`src/hw/psf_pkg.sv`:
```
package psf_pkg;
  localparam logic [7:0] PSF_PSW_ADDR = 8'hD0;
  localparam logic [7:0] PSF_PSW_RESET = 8'h00;
  localparam int PSF_CY_BIT = 7;
  localparam int PSF_AC_BIT = 6;
  localparam int PSF_F0_BIT = 5;
  localparam int PSF_RS_HI = 4;
  localparam int PSF_RS_LO = 3;
  localparam int PSF_OV_BIT = 2;
  localparam int PSF_F1_BIT = 1;
  localparam int PSF_P_BIT = 0;
  localparam logic [7:0] PSF_BYTE_MAX = 8'hFF;
  localparam logic [4:0] PSF_BANK_SPAN = 5'h08;

  typedef enum logic [2:0] {
    PSF_OP_NONE,
    PSF_OP_ADD,
    PSF_OP_ADD_WITH_CARRY,
    PSF_OP_SUBTRACT_WITH_BORROW,
    PSF_OP_MUL,
    PSF_OP_DIV
  } psf_op_t;

  // One arithmetic request from the execution unit
  typedef struct packed {
    logic valid;
    psf_op_t op;
    logic [7:0] a;
    logic [7:0] b;
  } psf_alu_req_t;

  // Special function register access, byte or single bit
  typedef struct packed {
    logic wr;
    logic bit_wr;
    logic [7:0] addr;
    logic [2:0] bit_sel;
    logic [7:0] wdata;
  } psf_sfr_req_t;
endpackage : psf_pkg

```
`src/hw/psf_bank_map.sv`:
```
`timescale 1ns/1ns
`default_nettype none
module psf_bank_map
  import psf_pkg::*;
(
  input wire logic [1:0] bank_select,
  input wire logic [2:0] reg_idx,
  output logic [7:0] ram_addr
);
  assign ram_addr = {3'h0, bank_select, reg_idx};
endmodule : psf_bank_map
`default_nettype wire

```
`src/hw/psf_status.sv`:
```
`timescale 1ns/1ns
`default_nettype none
module psf_status
  import psf_pkg::*;
(
  input wire logic ref_clk,
  input wire logic sys_rst,
  input wire psf_pkg::psf_alu_req_t alu_req,
  input wire psf_pkg::psf_sfr_req_t sfr_req,
  input wire logic [7:0] acc_value,
  input wire logic [2:0] reg_idx,
  input wire logic ptr_sel,
  output logic [7:0] psw_rdata,
  output logic [7:0] reg_addr,
  output logic [7:0] ptr_addr,
  output logic [7:0] alu_result
);
  logic carry_flag_q;
  logic aux_carry_flag_q;
  logic user_flag_zero_q;
  logic [1:0] bank_select_q;
  logic overflow_flag_q;
  logic user_flag_one_q;
  logic parity_d;
  logic [7:0] reg_addr_d;
  logic [7:0] ptr_addr_d;
  logic psw_hit;
  logic cy_d;
  logic ac_d;
  logic ov_d;
  logic cy_upd;
  logic ov_upd;
  logic [7:0] res_d;
  logic [8:0] sum9;
  logic [4:0] nib5;
  logic [15:0] prod;
  logic [7:0] wr_byte;

  assign psw_hit = sfr_req.wr && (sfr_req.addr == PSF_PSW_ADDR);

  // Parity is not stored: it tracks the accumulator combinationally
  assign parity_d = ^acc_value;

  // Merge a single-bit write into the current word
  always_comb begin
    wr_byte = {carry_flag_q, aux_carry_flag_q, user_flag_zero_q, bank_select_q,
               overflow_flag_q, user_flag_one_q, parity_d};
    if (sfr_req.bit_wr) begin
      wr_byte[sfr_req.bit_sel] = sfr_req.wdata[0];
    end else begin
      wr_byte = sfr_req.wdata;
    end
  end

  always_comb begin
    cy_d = 1'b0;
    ac_d = 1'b0;
    ov_d = 1'b0;
    cy_upd = 1'b0;
    ov_upd = 1'b0;
    res_d = 8'h00;
    sum9 = 9'h000;
    nib5 = 5'h00;
    prod = 16'h0000;
    if (alu_req.valid) begin
      case (alu_req.op)
        PSF_OP_ADD, PSF_OP_ADD_WITH_CARRY: begin
          sum9 = {1'b0, alu_req.a} + {1'b0, alu_req.b}
                 + {8'h00, (alu_req.op == PSF_OP_ADD_WITH_CARRY) & carry_flag_q};
          nib5 = {1'b0, alu_req.a[3:0]} + {1'b0, alu_req.b[3:0]}
                 + {4'h0, (alu_req.op == PSF_OP_ADD_WITH_CARRY) & carry_flag_q};
          res_d = sum9[7:0];
          cy_upd = 1'b1;
          cy_d = sum9[8];
          ac_d = nib5[4];
          ov_upd = 1'b1;
          ov_d = (alu_req.a[7] == alu_req.b[7]) && (res_d[7] != alu_req.a[7]);
        end
        PSF_OP_SUBTRACT_WITH_BORROW: begin
          sum9 = {1'b0, alu_req.a} - {1'b0, alu_req.b} - {8'h00, carry_flag_q};
          nib5 = {1'b0, alu_req.a[3:0]} - {1'b0, alu_req.b[3:0]} - {4'h0, carry_flag_q};
          res_d = sum9[7:0];
          cy_upd = 1'b1;
          cy_d = sum9[8];
          ac_d = nib5[4];
          ov_upd = 1'b1;
          ov_d = (alu_req.a[7] != alu_req.b[7]) && (res_d[7] != alu_req.a[7]);
        end
        PSF_OP_MUL: begin
          prod = {8'h00, alu_req.a} * {8'h00, alu_req.b};
          res_d = prod[7:0];
          // Multiply is arithmetic too, so both carries are cleared
          cy_upd = 1'b1;
          cy_d = 1'b0;
          ac_d = 1'b0;
          ov_upd = 1'b1;
          ov_d = (prod > {8'h00, PSF_BYTE_MAX});
        end
        PSF_OP_DIV: begin
          cy_upd = 1'b1;
          cy_d = 1'b0;
          ac_d = 1'b0;
          ov_upd = 1'b1;
          ov_d = (alu_req.b == 8'h00);
          res_d = ov_d ? 8'h00 : alu_req.a / alu_req.b;
        end
        default: begin
          res_d = 8'h00;
        end
      endcase
    end
  end

  // Arithmetic flags: an instruction in the same cycle as a firmware write wins
  always_ff @(posedge ref_clk) begin
    if (sys_rst) begin
      carry_flag_q <= PSF_PSW_RESET[PSF_CY_BIT];
      aux_carry_flag_q <= PSF_PSW_RESET[PSF_AC_BIT];
      overflow_flag_q <= PSF_PSW_RESET[PSF_OV_BIT];
    end else begin
      if (cy_upd) begin
        carry_flag_q <= cy_d;
        aux_carry_flag_q <= ac_d;
      end else if (psw_hit) begin
        carry_flag_q <= wr_byte[PSF_CY_BIT];
        aux_carry_flag_q <= wr_byte[PSF_AC_BIT];
      end
      if (ov_upd) begin
        overflow_flag_q <= ov_d;
      end else if (psw_hit) begin
        overflow_flag_q <= wr_byte[PSF_OV_BIT];
      end
    end
  end

  // Software-owned fields
  always_ff @(posedge ref_clk) begin
    if (sys_rst) begin
      user_flag_zero_q <= PSF_PSW_RESET[PSF_F0_BIT];
      user_flag_one_q <= PSF_PSW_RESET[PSF_F1_BIT];
      bank_select_q <= PSF_PSW_RESET[PSF_RS_HI:PSF_RS_LO];
    end else if (psw_hit) begin
      user_flag_zero_q <= wr_byte[PSF_F0_BIT];
      user_flag_one_q <= wr_byte[PSF_F1_BIT];
      bank_select_q <= wr_byte[PSF_RS_HI:PSF_RS_LO];
    end
  end

  psf_bank_map u_reg_map (
    .bank_select(bank_select_q),
    .reg_idx(reg_idx),
    .ram_addr(reg_addr_d)
  );

  psf_bank_map u_ptr_map (
    .bank_select(bank_select_q),
    .reg_idx({2'b00, ptr_sel}),
    .ram_addr(ptr_addr_d)
  );

  // Outputs are registered, so they lag the state by one cycle
  always_ff @(posedge ref_clk) begin
    if (sys_rst) begin
      psw_rdata <= PSF_PSW_RESET;
      reg_addr <= 8'h00;
      ptr_addr <= 8'h00;
      alu_result <= 8'h00;
    end else begin
      psw_rdata <= {carry_flag_q, aux_carry_flag_q, user_flag_zero_q, bank_select_q,
                    overflow_flag_q, user_flag_one_q, parity_d};
      reg_addr <= reg_addr_d;
      ptr_addr <= ptr_addr_d;
      alu_result <= res_d;
    end
  end

  carry_add_a: assert property (@(posedge ref_clk) disable iff (sys_rst)
    alu_req.valid && alu_req.op == PSF_OP_ADD |=>
      carry_flag_q == (({1'b0, $past(alu_req.a)} + {1'b0, $past(alu_req.b)}) > 9'h0FF))
    else $error("carry wrong after add");
  aux_add_a: assert property (@(posedge ref_clk) disable iff (sys_rst)
    alu_req.valid && alu_req.op == PSF_OP_ADD |=>
      aux_carry_flag_q == (({1'b0, $past(alu_req.a[3:0])} + {1'b0, $past(alu_req.b[3:0])}) > 5'h0F))
    else $error("aux carry wrong after add");
  muldiv_carry_a: assert property (@(posedge ref_clk) disable iff (sys_rst)
    alu_req.valid && (alu_req.op == PSF_OP_MUL || alu_req.op == PSF_OP_DIV) |=>
      !carry_flag_q && !aux_carry_flag_q)
    else $error("carry not cleared by multiply or divide");
  user_zero_a: assert property (@(posedge ref_clk) disable iff (sys_rst)
    !psw_hit |=> $stable(user_flag_zero_q))
    else $error("user flag zero changed without write");
  bank_range_a: assert property (@(posedge ref_clk) disable iff (sys_rst)
    1'b1 |=> reg_addr == {3'h0, $past(bank_select_q), $past(reg_idx)})
    else $error("bank address wrong");
  mul_ov_a: assert property (@(posedge ref_clk) disable iff (sys_rst)
    alu_req.valid && alu_req.op == PSF_OP_MUL |=>
      overflow_flag_q == (({8'h00, $past(alu_req.a)} * {8'h00, $past(alu_req.b)}) > 16'h00FF))
    else $error("multiply overflow wrong");
  div_zero_a: assert property (@(posedge ref_clk) disable iff (sys_rst)
    alu_req.valid && alu_req.op == PSF_OP_DIV && alu_req.b == 8'h00 |=> overflow_flag_q)
    else $error("divide by zero not flagged");
  user_one_a: assert property (@(posedge ref_clk) disable iff (sys_rst)
    !psw_hit |=> $stable(user_flag_one_q))
    else $error("user flag one changed without write");
  parity_out_a: assert property (@(posedge ref_clk) disable iff (sys_rst)
    1'b1 |=> psw_rdata[PSF_P_BIT] == ^$past(acc_value))
    else $error("parity wrong");
  ptr_bank_a: assert property (@(posedge ref_clk) disable iff (sys_rst)
    1'b1 |=> ptr_addr[7:1] == {3'h0, $past(bank_select_q), 2'b00})
    else $error("pointer register outside bank");
endmodule : psf_status
`default_nettype wire

```
`config.mk`:
```
export PLATFORM = sky130hd
export DESIGN_NAME = psf_status
export DESIGN_NICKNAME = d
export VERILOG_FILES = /design/src/hw/psf_pkg.sv /design/src/hw/psf_bank_map.sv /design/src/hw/psf_status.sv
export SDC_FILE = /design/constraint.sdc
export NUM_CORES = 1
export LEC_CHECK = 0
export BUFFER_PORTS_ARGS = -buffer_cell sky130_fd_sc_hd__buf_2
export CAP_MARGIN = 20
export CORE_MARGIN = 2
export CORE_UTILIZATION = 60
export DETAILED_ROUTE_END_ITERATION = 12
export PLACE_DENSITY = 0.92
export SYNTH_ARGS = -nofsm -noshare
export SYNTH_HDL_FRONTEND = slang
export SYNTH_SLANG_ARGS = --single-unit
```
`constraint.sdc`:
```
create_clock -name ref_clk -period 22.1 [get_ports ref_clk]
set_input_delay 5.525 -clock ref_clk [delete_from_list [all_inputs] [get_ports ref_clk]]
set_output_delay 5.525 -clock ref_clk [all_outputs]
set_load 0.02 [all_outputs]
```
After elaboration in Yosys (flattened, before gate mapping):

Cells that the tools add are included.
Widths: inputs -> output; s select.

* $add $sub $neg: 8
* bitwise operators: 2
* div/mod/pow operators: 1
* multiplexer cells: 20
* reduce and logical (&&, ||, !) cells: 10
* equal/unequal tests: 10
* $lt $le $gt $ge: 3
* multipliers: 1

Operators by type and width (count)
* $pmux 8 s4: 1
* $gt 16x8->1 const B: 1
* $mul 8x8->16: 1
* $mux 8: 2
* $mux 1: 12
* $add 8x8->9: 1
* $add 9x1->9: 1
* $sub 8x8->9: 1
* $sub 9x1->9: 1
* $bwmux 8: 1
* $div 8x8->8: 1
* $eq 8x8->1 const B: 1
* $logic_not 8->1: 1
* $reduce_xor 8->1: 1
* $eq 3x2->1 const B: 2
* $eq 3x3->1 const B: 2
* $add 4x4->5: 1
* $add 5x1->5: 1
* $reduce_or 5->1: 1
* $sub 4x4->5: 1
* $sub 5x1->5: 1
* $logic_and 1x1->1: 4
* $lt 3x4->1 const B: 1
* $pmux 1 s2: 2
* 10 further kinds: 13

* logic and storage cells: 67
* output and inout bits: 32
* bits in registers: 39
* input port bits: 55

Logic depth before layout (Yosys ltp):

* word-level depth: 8
* gate-level depth with buffers: 49
* mapped depth without buffers: 48

Cells and area by module:

Synthesis repeated with hierarchy kept, for this count alone.

* cell total of the unflattened synthesis: 769
* area total of the unflattened synthesis: 6209.7 µm²

By module, submodules not included
* psf_status: area an instance 6082.1 µm², seq. area each 780.7 µm², instances 1, cells an instance 751
* psf_bank_map: area an instance 63.8 µm², seq. area each 0.0 µm², instances 2, cells an instance 9

Least setup slack after synthesis:

No wires, ideal clock.

* path type: input port to flip-flop
* start: input alu_req[6] in the netlist's numbering
* end: register alu_result[0]
* cell stages on the path: 43
* path slack: 6.526 ns
* required time: 21.967 ns
* path buffers: 2
* arrival time: 15.440 ns
* cells stage by stage: buf_6 or4_4 nor4_1 a21oi_1 ha_1 o21ai_0 a2111oi_2 inv_1 a21o_1 ha_1 or2_2 and2_1 mux2i_1 inv_1 ha_1 a21o_1 o21ai_0 a21oi_4 [7 not listed] ha_1 o21ai_0 a21oi_1 a21o_1 buf_2 mux2_2 ha_1 o211ai_1 a21oi_1 o21ai_0 a21oi_1 mux2_2 ha_1 a21o_1 a21o_1 a21o_1 a2111oi_0 o22ai_1

* longest elaborated chain between the ends: 3
* elaborated cells between the ends (all ways): 4
* those cells by class: div: 1; mux: 2; reduce/logical: 1

RTL lines
* start: declaration: line psf_status.sv:8 `input wire psf_pkg::psf_alu_req_t alu_req,`
* $div 8x8->8 or $logic_not 8->1 (tied branches): line psf_status.sv:105, psf_status.sv:104
* $mux 8 (*): line psf_status.sv:105 `res_d = ov_d ? 8'h00 : alu_req.a / alu_req.b;`
* $pmux 8 s4 (*): line psf_status.sv:66 `case (alu_req.op)`
* end signal: assignment: line psf_status.sv:173 `alu_result <= res_d;`
* end: declaration: line psf_status.sv:16 `output logic [7:0] alu_result`

Every way passes the cells marked *; elsewhere a longest branch is shown, timed or not.
A chain may end at the register's enable or synchronous reset.

Worst setup path after layout:

* start: input alu_req[0] in the netlist's numbering
* end: register alu_result[0]

* longest elaborated chain between the ends: 3
* elaborated cells between the ends (all ways): 9
* those cells by class: add/sub: 4; mul: 1; div: 1; mux: 2; reduce/logical: 1

RTL lines (line)
* $div 8x8->8 (tied with other cells): psf_status.sv:105
* $mux 8 (tied with other cells): psf_status.sv:105
* $pmux 8 s4 (*): psf_status.sv:66

Marks and branches as above.

==> impl_metrics.sql <==
INSERT INTO impl_metrics (metric_group, metric, value, unit) VALUES
('run_status', 'run_status', 'complete, no violations', ''),
('route', 'wl_per_cell', '17.0', 'um'),
('die', 'top_level_ports', '87', ''),
('grt', 'vias_in_the_first_global_route', '5708', ''),
('timing', 'timing.final.crit_share', '75.6', '%'),
('timing', 'grt_setup_unrepaired', 'no', ''),
('synth', 'cell_taking_the_most_area_after_synthesis', 'ha_1', ''),
('layout', 'antenna_cells', '0', ''),
('clock_tree', 'cts_tree', 'done', ''),
('place', 'worst_slack_at_placement', '5.30', 'ns'),
('worst_setup_path', 'cp_common_cell', 'ha_1', ''),
('timing', 'report.final.setup_viol', '0', ''),
('clock_tree', 'cts_resized', '0', ''),
('timing', 'timing.setup.tns', '0', 'ns'),
('grt', 'grt-ovfl-total', '0', ''),
('layout', 'drive_above_1_share', '13.5', '%'),
('die', 'core.rowCount', '35', ''),
('route', 'firstDrtPassIters', '6', ''),
('place', 'dpl-instance-area', '6200', 'sq um'),
('place', 'numPlacedInstances', '911', ''),
('layout', 'num-nets-final', '982', ''),
('route', 'avgViaCountPerCell', '6.08', ''),
('synth', 'netlist_top_cells_area', 'ha_1 (22%), fa_1 (14%), dfxtp_1 (9.4%)', ''),
('synth', 'main_combinational_cell_family_by_area_after_synthesis', 'adder cells', ''),
('synth', 'post_synthesis_cell_count', '722', ''),
('worst_setup_path', 'cp.required', '22.24', 'ns'),
('place', 'finalWeightedCongestion', '0.969', ''),
('die', 'dieHeight', '102', 'um'),
('clock_tree', 'cts.reportedPaths.clkPinSlew', '0.10', 'ns'),
('worst_setup_path', 'timing.critical_path.arrival', '16.84', 'ns'),
('worst_setup_path', 'slowest_stage_cell_on_the_critical_path', 'a21oi_1', ''),
('layout', 'final_util', '67.3', '%'),
('synth', 'synth-seq-cells', '27', ''),
('synth', 'synth_common_cells', 'ha_1 (100), inv_1 (88), nor2_1 (75)', ''),
('route', 'vias', '5564', ''),
('timing', 'hold_viol', '0', ''),
('synth', 'synth.yosys.seq_area_share', '9.39', '%'),
('synth', 'adder_cell_share_of_the_synthesized_area', '35.6', '%'),
('clock_tree', 'tritoncts_num_sinks', '27', ''),
('timing', 'final_max_slew_viol_count', '0', ''),
('synth', 'post_synth.cell_area_avg', '7.98', 'sq um'),
('clock_tree', 'cts_buffer_depth', '2', ''),
('route', 'initialDrtViolationCount', '475', ''),
('synth', 'synth_simple_gate_area_share', '17.5', '%'),
('worst_setup_path', 'timing.critical_path.to_type', 'flop', ''),
('worst_setup_path', 'critPathMaxStageDelay', '0.74', 'ns'),
('synth', 'synthMostInstantiatedCell', 'ha_1', ''),
('place', 'port_buffer_count', '78', ''),
('die', 'fp.coreArea', '9280', 'sq um'),
('timing', 'worst_pin_slew', '0.912', 'ns'),
('timing', 'timing.final.crit_period', '16.70', 'ns'),
('timing', 'setup_clock_skew_after_layout', '0.00500', 'ns'),
('synth', 'post_synth_mux_area_share', '3.43', '%'),
('clock_tree', 'cts-buffers-inserted', '3', ''),
('place', 'dpl_wire_length', '12700', 'um'),
('die', 'initial_core_util', '62.0', '%'),
('power_and_ir_drop', 'power-per-cell-area', '52.7', 'nW/um^2'),
('timing', 'timing.slew.headroom', '39.2', '%'),
('timing', 'max_freq', '59.9', 'MHz'),
('worst_setup_path', 'worst_setup_start_kind', 'input pin', ''),
('layout', 'number_of_standard_cells_in_the_final_layout_excluding_fillers', '915', ''),
('clock_tree', 'cts_hold_buffers', '0', ''),
('route', 'detail_route.wirelength', '15500', 'um'),
('power_and_ir_drop', 'peak_supply_drop', '0.0587', 'mV'),
('synth', 'post_synth_xor_area_fraction', '5.63', '%'),
('grt', 'grt_pass1_wl', '26100', 'um'),
('route', 'ant_nets', '0', ''),
('timing', 'timing.final.ws_setup', '5.40', 'ns'),
('synth', 'synth_largest_type_area_fraction', '21.7', '%'),
('synth', 'async_reset_ff_share', '0', '%'),
('grt', 'gr-usage-all-layers', '31.2', '%');
## metal layers
layer / part of all wire (%) / GRT usage [%]
met4: 4.2 / 13.7
met5: 0 / 0
met2: 49 / 55.1
met1: 38 / 37.6
met3: 8.5 / 5.06
## layout by cell type (no fill, tap or decap), types with 6 or more instances in the layout
cell type	netlist	final
ha_1	100	100
inv_1	88	88
buf_2	2	78
nor2_1	75	75
nand2_1	54	54
a21oi_1	48	48
fa_1	40	40
o21ai_0	37	37
xnor2_1	31	31
dfxtp_1	27	27
nor2b_1	15	15
a21o_1	13	13
nor3_1	12	12
mux2_2	11	11
o21a_1	10	10
a211oi_1	9	9
conb_1	1	8
nand3_1	7	7
or3_1	7	7
nand2b_1	7	7
mux2i_1	6	6
xor2_1	6	6
## stage by stage
stage	hold WS (ns)	power, mW
after floorplan	0.439	0.240
after global placement	0.446	0.286
after detailed placement	0.454	0.297
after CTS	0.471	0.326
after global routing	0.486	0.363
final	0.469	0.329
## sequential cells by signal (all words and copies together), names as in the netlist
| name | flops |
|---|---|
| user_flag_one_q | 1 |
| ptr_addr | 1 |
| overflow_flag_q | 1 |
| carry_flag_q | 1 |
| aux_carry_flag_q | 1 |
| bank_select_q | 2 |
| reg_addr | 3 |
| psw_rdata | 8 |
| alu_result | 8 |
| user_flag_zero_q | 1 |
## area by class of cell
type                            instances  area (sq um)
Clock buffer                            3          41.3
Clock inverter                          1          7.51
Fill cell                             780          3040
Inverter                               91           342
Multi-Input combinational cell        583          4740
Sequential cell                        27           541
Tap cell                              129           161
Timing Repair Buffer                   81           413
## critical path: cells and delay by family
kind / cells / cell delay, ns
AO/OA/AOI/OAI: 24 / 5.70
adder cells (fa/ha/maj): 8 / 2.49
multiplexers: 5 / 1.69
buffers and inverters: 4 / 0.77
AND/OR/NAND/NOR: 3 / 0.65
## worst paths after layout
kind,from,end,slack (ns),depth (start not counted)
max,alu_req[0],alu_result[0],5.40,44
min,user_flag_zero_q,psw_rdata[5],0.47,1
max reg2reg,carry_flag_q,carry_flag_q,18.49,13
min reg2reg,user_flag_zero_q,psw_rdata[5],0.47,1
## report_power, final
group,switching [mW],internal [mW],leakage (nW)
registers,0.000456,0.0504,0.220
clock network,0.0158,0.0128,0.0217
logic,0.143,0.107,2.81
## cell families after synthesis
logic type	Yosys count
simple gates	211
buf+inv	119
flops	27
compound gates	169
other cells	1
fa+ha+maj	140
xor+xnor	37
mux	18
Power figures use the tool's default switching activity.
